[src/logic/asc_pkg.sv]
// package for the async memory strobe controller
// assumes one clock domain, hclk at 25 MHz
package asc_pkg;
    localparam int unsigned CLK_PERIOD_NS = 40;
    localparam logic [31:0] REG_CTRL = 32'h0000_0000;
    localparam logic [31:0] REG_RTIME = 32'h0000_0004;
    localparam logic [31:0] REG_WTIME = 32'h0000_0008;
    localparam logic [31:0] REG_ADDR = 32'h0000_000c;
    localparam logic [31:0] REG_WDATA_LO = 32'h0000_0010;
    localparam logic [31:0] REG_WDATA_HI = 32'h0000_0014;
    localparam logic [31:0] REG_RDATA_LO = 32'h0000_0018;
    localparam logic [31:0] REG_RDATA_HI = 32'h0000_001c;
    localparam logic [31:0] REG_STATUS = 32'h0000_0020;
    localparam logic [31:0] REG_CLKSEL = 32'h0000_0024;
    // ctrl fields
    localparam int unsigned CTRL_GO_BIT = 0;
    localparam int unsigned CTRL_WRITE_BIT = 1;
    localparam int unsigned CTRL_BE_LSB = 8;
    localparam int unsigned CTRL_CE_LSB = 16;
    // timing register fields: setup, strobe, hold
    localparam int unsigned TIME_W = 6;
    localparam int unsigned SETUP_LSB = 0;
    localparam int unsigned STROBE_LSB = 8;
    localparam int unsigned HOLD_LSB = 16;
    localparam logic [31:0] TIME_RESET = 32'h0001_0401;
    // status fields
    localparam int unsigned STAT_BUSY_BIT = 0;
    localparam int unsigned STAT_DONE_BIT = 1;
    localparam int unsigned STAT_EXT_BIT = 2;
    // clock source select codes
    localparam logic [1:0] CLKSEL_EXT = 2'h0;
    localparam logic [1:0] CLKSEL_DIV4 = 2'h1;
    localparam logic [1:0] CLKSEL_DIV6 = 2'h2;
    localparam int unsigned DIV4 = 4;
    localparam int unsigned DIV6 = 6;
    // ready is recognised this many cycles before strobe end
    localparam int unsigned RDY_LOOKAHEAD = 2;
    typedef enum logic [4:0] {
        ASC_IDLE = 5'b00001,
        ASC_SETUP = 5'b00010,
        ASC_STROBE = 5'b00100,
        ASC_HOLD = 5'b01000,
        ASC_DONE = 5'b10000
    } asc_state_e;
endpackage

[src/logic/asc_tick_gen.sv]
// interface clock tick generator: one tick per interface clock cycle
// assumes ext clock input is already synchronised to hclk
`timescale 1ns/100ps
module asc_tick_gen
    import asc_pkg::*;
(
    input wire logic hclk,
    input wire logic hresetn,
    input wire logic [1:0] clk_sel,
    input wire logic ext_clk_sync,
    output logic tick,
    output logic iface_clk_out_primary
);
    logic [2:0] cnt_q;
    logic ext_d1_q;
    logic [2:0] lim;
    logic out_q;

    always_comb begin
        lim = (clk_sel == CLKSEL_DIV6) ? 3'(DIV6 - 1) : 3'(DIV4 - 1);
    end

    always_ff @(posedge hclk or negedge hresetn) begin
        if (!hresetn) begin
            cnt_q <= 3'h0;
        end else if (cnt_q >= lim) begin
            cnt_q <= 3'h0;
        end else begin
            cnt_q <= cnt_q + 3'h1;
        end
    end

    always_ff @(posedge hclk or negedge hresetn) begin
        if (!hresetn) begin
            ext_d1_q <= 1'b0;
        end else begin
            ext_d1_q <= ext_clk_sync;
        end
    end

    // tick marks a rising edge of the selected interface clock
    always_comb begin
        if (clk_sel == CLKSEL_EXT) begin
            tick = ext_clk_sync & ~ext_d1_q;
        end else begin
            tick = (cnt_q == 3'h0);
        end
    end

    // rises two hclk after a tick, in step with the registered strobes
    always_ff @(posedge hclk or negedge hresetn) begin
        if (!hresetn) begin
            out_q <= 1'b0;
        end else if (clk_sel == CLKSEL_EXT) begin
            out_q <= ext_d1_q;
        end else begin
            out_q <= (cnt_q != 3'h0) && (cnt_q <= ((lim + 3'h1) >> 1));
        end
    end

    assign iface_clk_out_primary = out_q;
endmodule

[src/logic/asc_ctrl.sv]
// async memory strobe controller: setup/strobe/hold cycle engine
// assumes an ahb-lite master on hclk; memory pins face async devices
`timescale 1ns/100ps
module asc_ctrl
    import asc_pkg::*;
#(
    parameter int DATA_W = 64,
    parameter int BE_W = 8,
    parameter int ADDR_W = 20,
    parameter int CE_W = 4
) (
    input wire logic hclk,
    input wire logic hresetn,
    input wire logic hsel,
    input wire logic [31:0] haddr,
    input wire logic [1:0] htrans,
    input wire logic hwrite,
    input wire logic [2:0] hsize,
    input wire logic [31:0] hwdata,
    input wire logic hready,
    output logic [31:0] hrdata,
    output logic hreadyout,
    output logic hresp,
    input wire logic iface_input_clock,
    input wire logic ext_ready_in,
    output logic iface_clk_out_primary,
    output logic [CE_W-1:0] chip_enable_n,
    output logic [BE_W-1:0] byte_enable_n,
    output logic [ADDR_W-1:0] mem_addr_bus,
    input wire logic [DATA_W-1:0] mem_data_in,
    output logic [DATA_W-1:0] mem_data_out,
    output logic mem_data_oe,
    output logic output_enable_n,
    output logic read_strobe_n,
    output logic write_strobe_n
);
    asc_state_e st_q;
    logic [31:0] ctrl_q, rtime_q, wtime_q, addr_q;
    logic [63:0] wdata_q, rdata_q;
    logic [1:0] clksel_q;
    logic done_q, ext_q;
    logic ap_q, aw_q;
    logic [31:0] aa_q;
    logic rdy_s1_q, rdy_s2_q;
    logic eck_s1_q, eck_s2_q;
    logic tick;
    logic [TIME_W-1:0] cnt_q;
    logic waiting_q;
    logic wr_q;
    logic go;
    logic [TIME_W-1:0] setup_n, strobe_n, hold_n;

    asc_tick_gen i_asc_tick_gen (
        .hclk(hclk),
        .hresetn(hresetn),
        .clk_sel(clksel_q),
        .ext_clk_sync(eck_s2_q),
        .tick(tick),
        .iface_clk_out_primary(iface_clk_out_primary)
    );

    always_ff @(posedge hclk or negedge hresetn) begin
        if (!hresetn) begin
            rdy_s1_q <= 1'b1;
            rdy_s2_q <= 1'b1;
            eck_s1_q <= 1'b0;
            eck_s2_q <= 1'b0;
        end else begin
            rdy_s1_q <= ext_ready_in;
            rdy_s2_q <= rdy_s1_q;
            eck_s1_q <= iface_input_clock;
            eck_s2_q <= eck_s1_q;
        end
    end

    // ahb-lite slave, zero wait states
    always_ff @(posedge hclk or negedge hresetn) begin
        if (!hresetn) begin
            ap_q <= 1'b0;
            aw_q <= 1'b0;
            aa_q <= 32'h0;
        end else if (hready) begin
            ap_q <= hsel & htrans[1];
            aw_q <= hwrite;
            aa_q <= haddr;
        end
    end

    assign hreadyout = 1'b1;
    assign hresp = 1'b0;
    assign go = ap_q && aw_q && (aa_q == REG_CTRL) && hwdata[CTRL_GO_BIT]
                && (st_q == ASC_IDLE);

    always_ff @(posedge hclk or negedge hresetn) begin
        if (!hresetn) begin
            ctrl_q <= 32'h0;
            rtime_q <= TIME_RESET;
            wtime_q <= TIME_RESET;
            addr_q <= 32'h0;
            wdata_q <= 64'h0;
            clksel_q <= CLKSEL_DIV4;
        end else if (ap_q && aw_q) begin
            unique case (aa_q)
                REG_CTRL: ctrl_q <= hwdata;
                REG_RTIME: rtime_q <= hwdata;
                REG_WTIME: wtime_q <= hwdata;
                REG_ADDR: addr_q <= hwdata;
                REG_WDATA_LO: wdata_q[31:0] <= hwdata;
                REG_WDATA_HI: wdata_q[63:32] <= hwdata;
                REG_CLKSEL: clksel_q <= hwdata[1:0];
                default: ;
            endcase
        end
    end

    always_comb begin
        hrdata = 32'h0;
        unique case (aa_q)
            REG_CTRL: hrdata = ctrl_q;
            REG_RTIME: hrdata = rtime_q;
            REG_WTIME: hrdata = wtime_q;
            REG_ADDR: hrdata = addr_q;
            REG_WDATA_LO: hrdata = wdata_q[31:0];
            REG_WDATA_HI: hrdata = wdata_q[63:32];
            REG_RDATA_LO: hrdata = rdata_q[31:0];
            REG_RDATA_HI: hrdata = rdata_q[63:32];
            REG_STATUS: hrdata = {29'h0, ext_q, done_q,
                                  st_q != ASC_IDLE};
            REG_CLKSEL: hrdata = {30'h0, clksel_q};
            default: hrdata = 32'h0;
        endcase
    end

    always_comb begin
        if (wr_q) begin
            setup_n = wtime_q[SETUP_LSB +: TIME_W];
            strobe_n = wtime_q[STROBE_LSB +: TIME_W];
            hold_n = wtime_q[HOLD_LSB +: TIME_W];
        end else begin
            setup_n = rtime_q[SETUP_LSB +: TIME_W];
            strobe_n = rtime_q[STROBE_LSB +: TIME_W];
            hold_n = rtime_q[HOLD_LSB +: TIME_W];
        end
    end

    // zero counts act as one cycle; a zero-length phase is not usable
    function automatic logic [TIME_W-1:0] at_least1(
        input logic [TIME_W-1:0] v);
        at_least1 = (v == '0) ? TIME_W'(1) : v;
    endfunction

    // cycle engine; cnt_q counts interface cycles up through setup and hold, down through strobe
    always_ff @(posedge hclk or negedge hresetn) begin
        if (!hresetn) begin
            st_q <= ASC_IDLE;
            cnt_q <= '0;
            wr_q <= 1'b0;
            waiting_q <= 1'b0;
            ext_q <= 1'b0;
        end else begin
            unique case (st_q)
                ASC_IDLE: if (go) begin
                    wr_q <= hwdata[CTRL_WRITE_BIT];
                    waiting_q <= 1'b0;
                    ext_q <= 1'b0;
                    st_q <= ASC_SETUP;
                    cnt_q <= '0;
                end
                ASC_SETUP: if (tick) begin
                    // first tick only aligns; full setup cycles follow
                    if (cnt_q >= at_least1(setup_n)) begin
                        st_q <= ASC_STROBE;
                        cnt_q <= at_least1(strobe_n);
                    end else begin
                        cnt_q <= cnt_q + TIME_W'(1);
                    end
                end
                ASC_STROBE: if (tick) begin
                    // ready checked at tick
                    // strobes under three cycles are never stretched
                    if (cnt_q == TIME_W'(RDY_LOOKAHEAD + 1) && !rdy_s2_q
                        && !waiting_q) begin
                        waiting_q <= 1'b1;
                        ext_q <= 1'b1;
                    end else if (waiting_q) begin
                        if (rdy_s2_q) begin
                            waiting_q <= 1'b0;
                            cnt_q <= cnt_q - TIME_W'(1);
                        end
                    end else if (cnt_q <= TIME_W'(1)) begin
                        st_q <= ASC_HOLD;
                        cnt_q <= '0;
                    end else begin
                        cnt_q <= cnt_q - TIME_W'(1);
                    end
                end
                ASC_HOLD: if (tick) begin
                    if (cnt_q + TIME_W'(1) >= at_least1(hold_n)) begin
                        st_q <= ASC_DONE;
                    end else begin
                        cnt_q <= cnt_q + TIME_W'(1);
                    end
                end
                ASC_DONE: st_q <= ASC_IDLE;
                default: st_q <= ASC_IDLE;
            endcase
        end
    end

    // done is sticky until the next start; setting wins over the clear by a start
    always_ff @(posedge hclk or negedge hresetn) begin
        if (!hresetn) begin
            done_q <= 1'b0;
        end else if (st_q == ASC_DONE) begin
            done_q <= 1'b1;
        end else if (go) begin
            done_q <= 1'b0;
        end
    end

    always_ff @(posedge hclk or negedge hresetn) begin
        if (!hresetn) begin
            rdata_q <= 64'h0;
        end else if (st_q == ASC_STROBE && tick && !wr_q && !waiting_q
                     && cnt_q <= TIME_W'(1)) begin
            rdata_q <= 64'(mem_data_in);
        end
    end

    always_ff @(posedge hclk or negedge hresetn) begin
        if (!hresetn) begin
            read_strobe_n <= 1'b1;
            write_strobe_n <= 1'b1;
        end else begin
            read_strobe_n <= !(st_q == ASC_STROBE && !wr_q);
            write_strobe_n <= !(st_q == ASC_STROBE && wr_q);
        end
    end

    // select group held through all phases
    always_ff @(posedge hclk or negedge hresetn) begin
        if (!hresetn) begin
            chip_enable_n <= '1;
            byte_enable_n <= '1;
            mem_addr_bus <= '0;
            mem_data_out <= '0;
            mem_data_oe <= 1'b0;
            output_enable_n <= 1'b1;
        end else if (st_q == ASC_IDLE || st_q == ASC_DONE) begin
            chip_enable_n <= '1;
            byte_enable_n <= '1;
            mem_data_oe <= 1'b0;
            output_enable_n <= 1'b1;
        end else begin
            chip_enable_n <= ~(CE_W'(1) << ctrl_q[CTRL_CE_LSB +: 2]);
            byte_enable_n <= ~ctrl_q[CTRL_BE_LSB +: BE_W];
            mem_addr_bus <= addr_q[ADDR_W-1:0];
            mem_data_out <= wdata_q[DATA_W-1:0];
            mem_data_oe <= wr_q;
            output_enable_n <= wr_q;
        end
    end

    // strobe never active outside an access
    property p_strobe_idle;
        @(posedge hclk) disable iff (!hresetn)
        (st_q == ASC_IDLE) |=> read_strobe_n && write_strobe_n;
    endproperty
    a_strobe_idle: assert property (p_strobe_idle)
        else $error("strobe active while idle");

    property p_ready_ignored;
        @(posedge hclk) disable iff (!hresetn)
        $rose(waiting_q) |-> $past(tick) && $past(st_q) == ASC_STROBE
            && $past(cnt_q) == TIME_W'(RDY_LOOKAHEAD + 1);
    endproperty
    a_ready_ignored: assert property (p_ready_ignored)
        else $error("ready honoured outside strobe check point");

    property p_stretch_hold;
        @(posedge hclk) disable iff (!hresetn)
        (waiting_q && !rdy_s2_q) |=> st_q == ASC_STROBE;
    endproperty
    a_stretch_hold: assert property (p_stretch_hold)
        else $error("strobe ended while ready low");

    property p_ce_during_strobe;
        @(posedge hclk) disable iff (!hresetn)
        !read_strobe_n |-> chip_enable_n != '1;
    endproperty
    a_ce_during_strobe: assert property (p_ce_during_strobe)
        else $error("read strobe without chip enable");

    property p_wdata_oe;
        @(posedge hclk) disable iff (!hresetn)
        !write_strobe_n |-> mem_data_oe && output_enable_n;
    endproperty
    a_wdata_oe: assert property (p_wdata_oe)
        else $error("write strobe without data drive");

    property p_hold_after;
        @(posedge hclk) disable iff (!hresetn)
        $rose(read_strobe_n) |-> chip_enable_n != '1;
    endproperty
    a_hold_after: assert property (p_hold_after)
        else $error("select dropped with read strobe");

    property p_wr_hold_after;
        @(posedge hclk) disable iff (!hresetn)
        $rose(write_strobe_n) |-> mem_data_oe;
    endproperty
    a_wr_hold_after: assert property (p_wr_hold_after)
        else $error("write data dropped with strobe");

    property p_oe_read;
        @(posedge hclk) disable iff (!hresetn)
        !read_strobe_n |-> !output_enable_n && !mem_data_oe;
    endproperty
    a_oe_read: assert property (p_oe_read)
        else $error("output enable wrong during read");

    property p_strobe_on_tick;
        @(posedge hclk) disable iff (!hresetn)
        ($changed(read_strobe_n) || $changed(write_strobe_n))
            |-> $past(tick, 2);
    endproperty
    a_strobe_on_tick: assert property (p_strobe_on_tick)
        else $error("strobe moved away from an interface edge");
endmodule

[config.mk]
export PLATFORM = sky130hd
export DESIGN_NAME = asc_ctrl
export DESIGN_NICKNAME = d
export VERILOG_FILES = /design/src/logic/asc_pkg.sv /design/src/logic/asc_tick_gen.sv /design/src/logic/asc_ctrl.sv
export SDC_FILE = /design/constraint.sdc
export NUM_CORES = 1
export LEC_CHECK = 0
export BUFFER_PORTS_ARGS = -buffer_cell sky130_fd_sc_hd__buf_4
export CAP_MARGIN = 15
export CORE_ASPECT_RATIO = 1.4
export CORE_MARGIN = 2
export CORE_UTILIZATION = 57
export DETAILED_ROUTE_END_ITERATION = 8
export HOLD_SLACK_MARGIN = 0.08
export PLACE_DENSITY = 0.89
export SLEW_MARGIN = 20
export SYNTH_ARGS = -nofsm -noshare
export SYNTH_HDL_FRONTEND = slang
export SYNTH_SLANG_ARGS = --single-unit
export TNS_END_PERCENT = 5
[constraint.sdc]
create_clock -name hclk -period 4.4 [get_ports hclk]
set_input_delay 0.22 -clock hclk [delete_from_list [all_inputs] [get_ports hclk]]
set_output_delay 0.22 -clock hclk [all_outputs]
set_load 0.03 [all_outputs]
==> metrics.txt, run 1 <==
run status finished, final reports clean; synth top area cells dfrtp_1, mux2_2, mux2_1; r2r startpoint wr_q; Final Cycle Share 85.6%; Worst path slowest cell nor2_4; clock sink count 416; first-pass GRT wire length 86,300 um; initial core utilization 57.7%; largest stage delay on the critical path 800 ps; Placer Congestion 0.906; critical path class reg2out; FILL cells 1,840; Area Overhead vs Synth 28.4%; Vias 13,500; Tmin final 3760 ps; #FFs+latches synth 416; Clock Root Buffer clkbuf_16; f_max 266 MHz; Yosys top cell area share 52.5%; initial antenna violation count 1; Total Routing Usage GR 33.4%; number of global-route vias before repair 15,100; setup TNS 0 ps; Peak supply drop 0.000364 V; crit-path max FO 25; largest family of logic cells by synthesized area multiplexers; # DRC 0; Critical Path AT 3540 ps; list of most frequent post-synthesis cells dfrtp_1, mux2_2, mux2_1; compound-cell area share of the yosys netlist 5.99%; Max Cap Viol 0; mux contribution to synthesized area 29.5%; Post-Syn Instances 1,310; EDFF count, synth 0; final hold vios 0; # IOs 275; clock insertion delay at the later pin of the skew report 560 ps; core area 32,300 um^2; CP Launch Type flop; Port Buffer Count 268; most common cell in the netlist dfrtp_1; Critical Path RT 4180 ps; Net Count, Synth 1,470; synth unique cells 62; # rows 78; die area 34,200 um^2; Final nets 1,859; RSZ-0062 raised after global routing no; Final setup viols 0; Max-slew headroom 24.1%; main flop type after synthesis dfrtp_1; layout cell share with drive strength beyond 1 42.3%; Async SR Flop Fraction 100%; HPWL Detailed 32,000 um; Setup Skew 23.5 ps; Critical Path Sink Type primary output; PD cells 352 nW/um^2; hold_ws 171 ps; Routed Antenna Nets 0; worst hold path type in2reg; Synth Area in XOR/XNOR 0.423%; Pleak 11.4 nW; clock tree buffer depth 3; Hold Path Origin hready; largest net degree at the start of global routing 115; global route total overflow 0; post-synthesis sequential area ratio 56.0%; TritonCTS clock tree built; Simple-Gate Fraction of Synth Area 4.49%; Wirelength per Cell 25.7 um; vias per inst 6.19; Total Wirelength 55,800 um; Util after Layout 74.1%; DR pass1 iterations 5; Worst Tran Pin Value 1140 ps; clk slew on worst S/H paths 80 ps; fin. max-slew vios 0; area leader, netlist dfrtp_1; mean post-synth cell area 14.2 um^2; H-tree levels 2; Die Span Y 218 um; Num CTS Buffers 41; cell breakdown of the critical path nor4_2, nand2_1, or3_1, nor2_4, a21boi_0, o221ai_1, buf_4; Ys Warns 0; crit path from aa_q[23]; die width 157 um; initial drt markers 1,191; adder-cell share of the synthesized area 1.34%; synthesized area 18,700 um^2
-- layer usage --
| metal | vias up | routed length, um | global-route usage [%] |
|---|---|---|---|
| li1 | 5606 | - | - |
| met4 | 0 | 3580 | 21.7 |
| met5 | - | 0 | 0 |
| met1 | 6961 | 19200 | 36.2 |
| met3 | 207 | 3440 | 6.14 |
| met2 | 678 | 29700 | 59.4 |
-- final timing paths --
check                             to  slack [ps]  depth (start not counted)
max in group asynchronous  addr_q[6]        3120                          3
hold reg to reg             rdy_s2_q         350                          0
setup reg to reg            cnt_q[5]         780                         10
setup / recovery           hrdata[2]         640                          7
hold / removal                  ap_q         170                          2
min in group asynchronous   aa_q[20]         240                          2
-- cell type report --
class	instances	area [um^2]	share of cell area, %
diodes	1	2.50	0.0104
well taps	440	551	2.30
clock buffers	61	1240	5.19
inverters	16	60.1	0.251
clock inverters	15	164	0.684
repair buffers	429	3630	15.1
flip-flops and latches	416	10400	43.6
multi-input cells	795	7850	32.8
-- timing repair --
action	CTS	global route
setup buffers	0	0
resized for setup	0	0
endpoints found under the hold margin	367	0
endpoints found under the setup margin	0	0
hold buffers	134	0
-- state kept, by name, summed over array words and instances, names as in the netlist, 2 cells and up --
register / flops
aa_q: 32
addr_q: 32
byte_enable_n: 8
chip_enable_n: 4
clksel_q: 2
cnt_q: 6
ctrl_q: 32
i_asc_tick_gen.cnt_q: 3
mem_addr_bus: 20
mem_data_out: 64
rdata_q: 64
rtime_q: 32
st_q: 5
wdata_q: 64
wtime_q: 32
-- placed cells by master (no fill, tap or decap), types with 9 or more instances in the layout --
cell             n
a21oi_1          9
a22o_1          20
a22oi_1         31
buf_4          289
clkbuf_16       43
clkbuf_8        10
clkinv_2         9
dfrtp_1        389
dfstp_2         25
dlygate4sd3_1  134
ha_1            20
inv_1           16
mux2_1          91
mux2_2         263
mux2_4          32
mux2i_1         49
mux4_2          24
nand2_1         47
nand3_1         12
nor2_1          25
o21ai_0         17
o221ai_1        18
o22ai_1         15
-- cell families after synthesis --
logic type	after synthesis
muxes	459
and+or+nand+nor	154
xor gates and xnor gates	9
adders and majority gates	20
other	2
DFF	416
buffers and inverters	99
AOI/OAI and AO/OA	151
-- critical path, delay by kind of cell, from the launching register on --
family,cells,cell delay [ps]
simple gates,4,1890
flops,1,440
compound gates,2,430
buf+inv,1,210
-- stage by stage --
stage	power [mW]	cell area, um^2	setup WS, ps	instances
4_1_cts	8.38	23900	726	2171
2_1_floorplan	4.37	18700	839	1310
3_5_place_dp	4.67	21200	821	1961
3_3_place_gp	4.64	21200	852	1961
5_1_grt	8.67	23900	545	2173
6_report	8.43	23900	636	2173
-- report_power, final --
group          leakage [nW]  switching, mW  internal (mW)
logic                  5.41          0.327          0.368
registers              5.32          0.103           3.94
clock network         0.704           1.55           2.15
total                  11.4           1.98           6.46
(Power assumes the default switching activity.)
==> inputs of run 2 (changes only) <==
CORE_UTILIZATION = 60   (was 57)
PLACE_DENSITY = 0.92   (was 0.89)
clock period = 4.6 ns   (was 4.4 ns; I/O delays follow)
==> metrics.txt, run 2 (synthesis results as in run 1) <==
r2r startpoint wr_q; Final Worst Setup Slack 675 ps (+39.2 ps); run status finished, final reports clean; met3 wire length 3600 um (+4.6%); crit path from aa_q[13]; met1 wire length 19,600 um (+2.3%); Pwr Total 7.94 mW (-5.8%); H-tree levels 2 (unchanged); Regs by FF count mem_data_out x64, rdata_q x64, wdata_q x64; Vias 13,600 (+0.85%); Total Routing Usage GR 35.8% (+2.4 points); die width 153 um (-2.5%); Final Cycle Share 85.3%; initial core utilization 60.7% (+3.0 points); fin. max-slew vios 0 (unchanged); setup TNS 0 ps (unchanged); # IOs 275 (unchanged); Max-slew headroom 22.0% (-2.1 points); clk slew on worst S/H paths 80 ps (about the same); Area Overhead vs Synth 27.4%; crit-path max FO 12 (-52%); final hold vios 0 (unchanged); Critical Path RT 4370 ps (+190 ps); Routed Antenna Nets 0 (unchanged); Pleak 11.4 nW (-0.65%); HPWL Detailed 31,700 um (-0.81%); FILL cells 1,606 (-13%); Peak supply drop 0.000352 V (-3.3%); RSZ-0062 raised after global routing no; Wirelength per Cell 27.3 um (+6.3%); met2 wire len 29,800 um (+0.33%); Total Wirelength 57,800 um (+3.6%); Placer Congestion 0.896 (-1.1%); FF+latch area 10,400 um^2 (unchanged); global route total overflow 0 (unchanged); Placed Cells 1,909 (-2.7%); PD cells 334 nW/um^2 (-5.1%); worst hold path type in2reg; Port Buffer Count 268 (unchanged); core area 30,700 um^2 (-4.9%); reg2reg path depth 11 (+1); f_max 255 MHz; # rows 76 (-2.6%); pre-CTS WS 1150 ps (+331 ps); Die Span Y 213 um (-2.5%); vias per inst 6.41 (+3.5%); Critical Path Sink Type primary output; initial antenna violation count 2 (+1); initial drt markers 1,225 (+2.9%); largest net degree at the start of global routing 128 (+11%); clock tree buffer depth 3 (unchanged); clock sink count 416 (unchanged); TritonCTS clock tree built; Num CTS Buffers 40 (-2.4%); commonest non-fill, non-tap cell in the layout dfrtp_1; first-pass GRT wire length 88,300 um (+2.4%); Critical Path AT 3700 ps (+160 ps); die area 32,500 um^2 (-4.9%); Final nets 1,856 (-0.16%); Final setup viols 0 (unchanged); Tmin final 3930 ps; Clock Root Buffer clkbuf_16; multi-input logic area 7850 um^2 (unchanged); clock insertion delay at the later pin of the skew report 550 ps (about the same); Worst Tran Pin Value 1170 ps (+32.1 ps); post-route insts no fill 2,118 (-2.5%); most frequent cells in the layout dfrtp_1, buf_4, mux2_2; CP Launch Type flop; DR pass1 iterations 5 (unchanged); post_cts resized 0 (unchanged); Hold Path Origin hready; Max Cap Viol 0 (unchanged); Top Metal Used met4; # DRC 0 (unchanged); number of global-route vias before repair 15,200 (+0.90%); Setup Skew 27.6 ps (+4.02 ps); critical path class reg2out; layout cell share with drive strength beyond 1 41.7% (-0.61 points); hold path cells 3 (+1)
-- run 2: changes by cell type in the layout (fill, tap and decap cells not counted) --
cell	delta
diode_2	+1
buf_12	-1
clkbuf_1	+7
inv_8	-1
clkbuf_8	-5
inv_6	+1
buf_4	-1
bufinv_16	+1
clkinv_2	-5
clkbuf_16	-2
-- run 2: metrics by stage --
stage | cell area [um^2] | hold WS (ps) | util (%)
final | 23800 | 216 | 77.4
after global routing | 23800 | 256 | 77.4
after CTS | 23700 | 150 | 77.3
after detailed placement | 21100 | 338 | 68.6
after global placement | 21100 | 336 | 68.6
after floorplan | 18700 | -65.6 | -
-- run 2: path summary, 6_finish.rpt --
path,slack [ps],to
setup reg to reg,920,st_q[3]
max in group asynchronous,2960,wdata_q[35]
min in group asynchronous,390,mem_data_out[59]
setup / recovery,670,hrdata[14]
hold / removal,220,aa_q[5]
hold reg to reg,380,eck_s2_q
-- run 2: layout make-up --
type | count | area share, %
multi-input cells | 795 | 33.0
well taps | 390 | 2.05
flip-flops and latches | 416 | 43.9
clock inverters | 11 | 0.700
diodes | 2 | 0.0211
clock buffers | 61 | 4.84
repair buffers | 427 | 15.1
inverters | 16 | 0.253
-- run 2: routing by layer --
layer	vias up	global-route usage (%)
met3	276	6.69
li1	5593	-
met5	-	0
met4	0	27.5
met1	6942	39.6
met2	755	61.3
-- run 2: what timing repair did --
item | 4_1_cts | 5_1_grt
setup endpoints to repair | 0 | 0
buffers inserted | 0 | 0
endpoints found under the hold margin | 417 | 0
hold buffers | 134 | 0
-- run 2: critical path, stage by stage, from the launching register on --
cell and delay, ps:
dfrtp_1 420, nor4_2 480, nand4_1 250, buf_4 290, nor2_1 880, a21boi_0 290, o221ai_1 300, buf_4 220
-- run 2: report_power, final --
group | leakage, nW | internal, mW | switching (mW) | total [mW]
Clock | 0.644 | 1.96 | 1.44 | 3.40
Combinational | 5.40 | 0.352 | 0.319 | 0.671
Sequential | 5.32 | 3.77 | 0.103 | 3.87
Total | 11.4 | 6.08 | 1.86 | 7.94
==> inputs of run 3 (changes only) <==
CORE_MARGIN = 5   (was 2)
clock period = 5.1 ns   (was 4.6 ns; I/O delays follow)
==> metrics.txt, run 3 (synthesis results as in run 1) <==
pre-CTS WS 1330 ps (+181 ps); Clock power frac 42.3% (-0.5 points); post-route insts no fill 2,111 (-0.33%); Final nets 1,850 (-0.32%); worst hold path type in2async; H-tree levels 2 (unchanged); Port Buffer Count 268 (unchanged); # IOs 275 (unchanged); Critical Path Sink Type primary output; share of total power in combinational logic 8.5% (about the same); internal power 5.40 mW (-11%); NetSw 1.70 mW (-8.5%); number of global-route vias before repair 15,100 (-1.1%); PD cells 300 nW/um^2 (-10%); clock tree buffer depth 3 (unchanged); Total Routing Usage GR 32.9% (-2.8 points); die width 159 um (+3.9%); Placed Cells 1,903 (-0.31%); Area Overhead vs Synth 27.1%; clock insertion delay at the later pin of the skew report 550 ps (about the same); Max Cap Viol 0 (unchanged); core area 30,700 um^2 (unchanged); Setup Skew 24.1 ps (-3.48 ps); initial drt markers 1,218 (-0.57%); clk slew on worst S/H paths 60 ps (-20 ps); placed cell areas 21,000 um^2 (-0.21%); Peak supply drop 0.000277 V (-21%); design area 23,700 um^2 (-0.29%); Tmin final 3880 ps; switching part of the total 24.0% (+0.55 points); global route total overflow 0 (unchanged); Worst Tran Pin Value 1140 ps (-25.7 ps); Clock Root Buffer clkbuf_16; Pleak 11.3 nW (-0.43%); die area 34,800 um^2 (+6.9%); Num CTS Buffers 40 (unchanged); most frequent cells in the layout dfrtp_1, buf_4, mux2_2; r2r startpoint aa_q[21]; Hold Buf Count CTS 134 (unchanged); f_max 258 MHz; layout cell share with drive strength beyond 1 41.8% (+0.15 points); first-pass GRT wire length 88,800 um (+0.52%); Total Wirelength 57,100 um (-1.3%); DR pass1 iterations 5 (unchanged); flop-to-flop setup slack 1230 ps (+310 ps); Die Span Y 219 um (+2.8%); crit-path max FO 9 (-3); Placer Congestion 0.908 (+1.3%); Regs by FF count mem_data_out x64, rdata_q x64, wdata_q x64; commonest non-fill, non-tap cell in the layout dfrtp_1; HPWL Detailed 31,900 um (+0.53%); # DRC 0 (unchanged); TritonCTS clock tree built; reg2reg end rtime_q[31]; Max-slew headroom 23.7% (+1.7 points); vias per inst 6.37 (-0.59%); setup TNS 0 ps (unchanged); Routed Antenna Nets 0 (unchanged); Vias 13,400 (-0.91%); post_cts resized 0 (unchanged); Final setup viols 0 (unchanged); critical path class reg2out; RSZ-0062 raised after global routing no; run status finished, final reports clean; setup bufs post-CTS 0 (unchanged); Wirelength per Cell 27.1 um (-0.95%); Seq pwr share 49.2% (+0.4 points); # rows 76 (unchanged); Critical Path AT 3620 ps (-80 ps); initial antenna violation count 1 (-1); fin. max-slew vios 0 (unchanged); final hold vios 0 (unchanged); Final Worst Setup Slack 1220 ps (+546 ps); Final Cycle Share 76.1%; clock sink count 416 (unchanged); reg2reg path depth 6 (-5); Critical Path RT 4850 ps (+480 ps); largest net degree at the start of global routing 174 (+36%); CP Launch Type flop; initial core utilization 60.7% (unchanged)
-- run 3: cell count changes in the layout (fill, tap and decap cells not counted), sizes merged --
| cell | previous run | this run |
|---|---|---|
| clkbuf | 61 | 60 |
| clkinvlp | 0 | 3 |
| clkinv | 5 | 6 |
| bufinv | 4 | 1 |
| buf | 293 | 287 |
| diode | 2 | 1 |
-- run 3: final cells by class --
| cell class | instances | area, um^2 |
|---|---|---|
| antenna | 1 | 2.50 |
| clock buffer | 60 | 1200 |
| clock inverter | 12 | 104 |
| fill | 1661 | 7010 |
| inverter | 16 | 60.1 |
| multi-input combinational | 795 | 7850 |
| sequential | 416 | 10400 |
| tap | 390 | 488 |
| timing repair buffer | 421 | 3550 |
-- run 3: metal layers --
layer	track usage [%]	vias up	wire length (um)
met4	21.9	0	4100
met2	58.4	726	30200
met3	6.21	247	3860
met1	35.9	6877	18900
li1	-	5592	-
met5	0	-	0
-- run 3: worst max-delay path, cell delays in order (launching register included) --
cell and delay (ps):
dfrtp_1 390, nor4_2 410, nand2_1 210, nor3_2 880, o21ai_0 400, o21a_1 300, o221ai_1 260, buf_4 220
-- run 3: power by group through the flow --
stage | Clock, mW | Sequential (mW) | Combinational [mW]
CTS | 2.98 | 3.48 | 0.586
finish | 3.00 | 3.49 | 0.605
global route | 3.16 | 3.50 | 0.655
detailed placement | 0 | 3.54 | 0.496
global placement | 0 | 3.53 | 0.471
floorplan | 0 | 3.51 | 0.263
-- run 3: how the worst max path moves through the flow --
stage             endpoint     start  cells past startpoint  slack, ps
4_1_cts        rtime_q[31]   aa_q[2]                      5       1320
3_5_place_dp   rtime_q[31]   aa_q[2]                      5       1330
5_1_grt         hrdata[15]  aa_q[13]                      7       1090
2_1_floorplan     cnt_q[5]      wr_q                     14       1540
6_report        hrdata[13]  aa_q[21]                      7       1220
3_3_place_gp   rtime_q[31]  aa_q[21]                      6       1380
-- run 3: metrics by stage --
stage / utilization [%] / total power, mW / hold WS, ps
CTS: 77.1 / 7.04 / 174
global placement: 68.5 / 4.00 / 171
finish: 77.2 / 7.10 / 222
floorplan: - / 3.77 / -40.6
detailed placement: 68.5 / 4.03 / 184
global route: 77.2 / 7.32 / 266
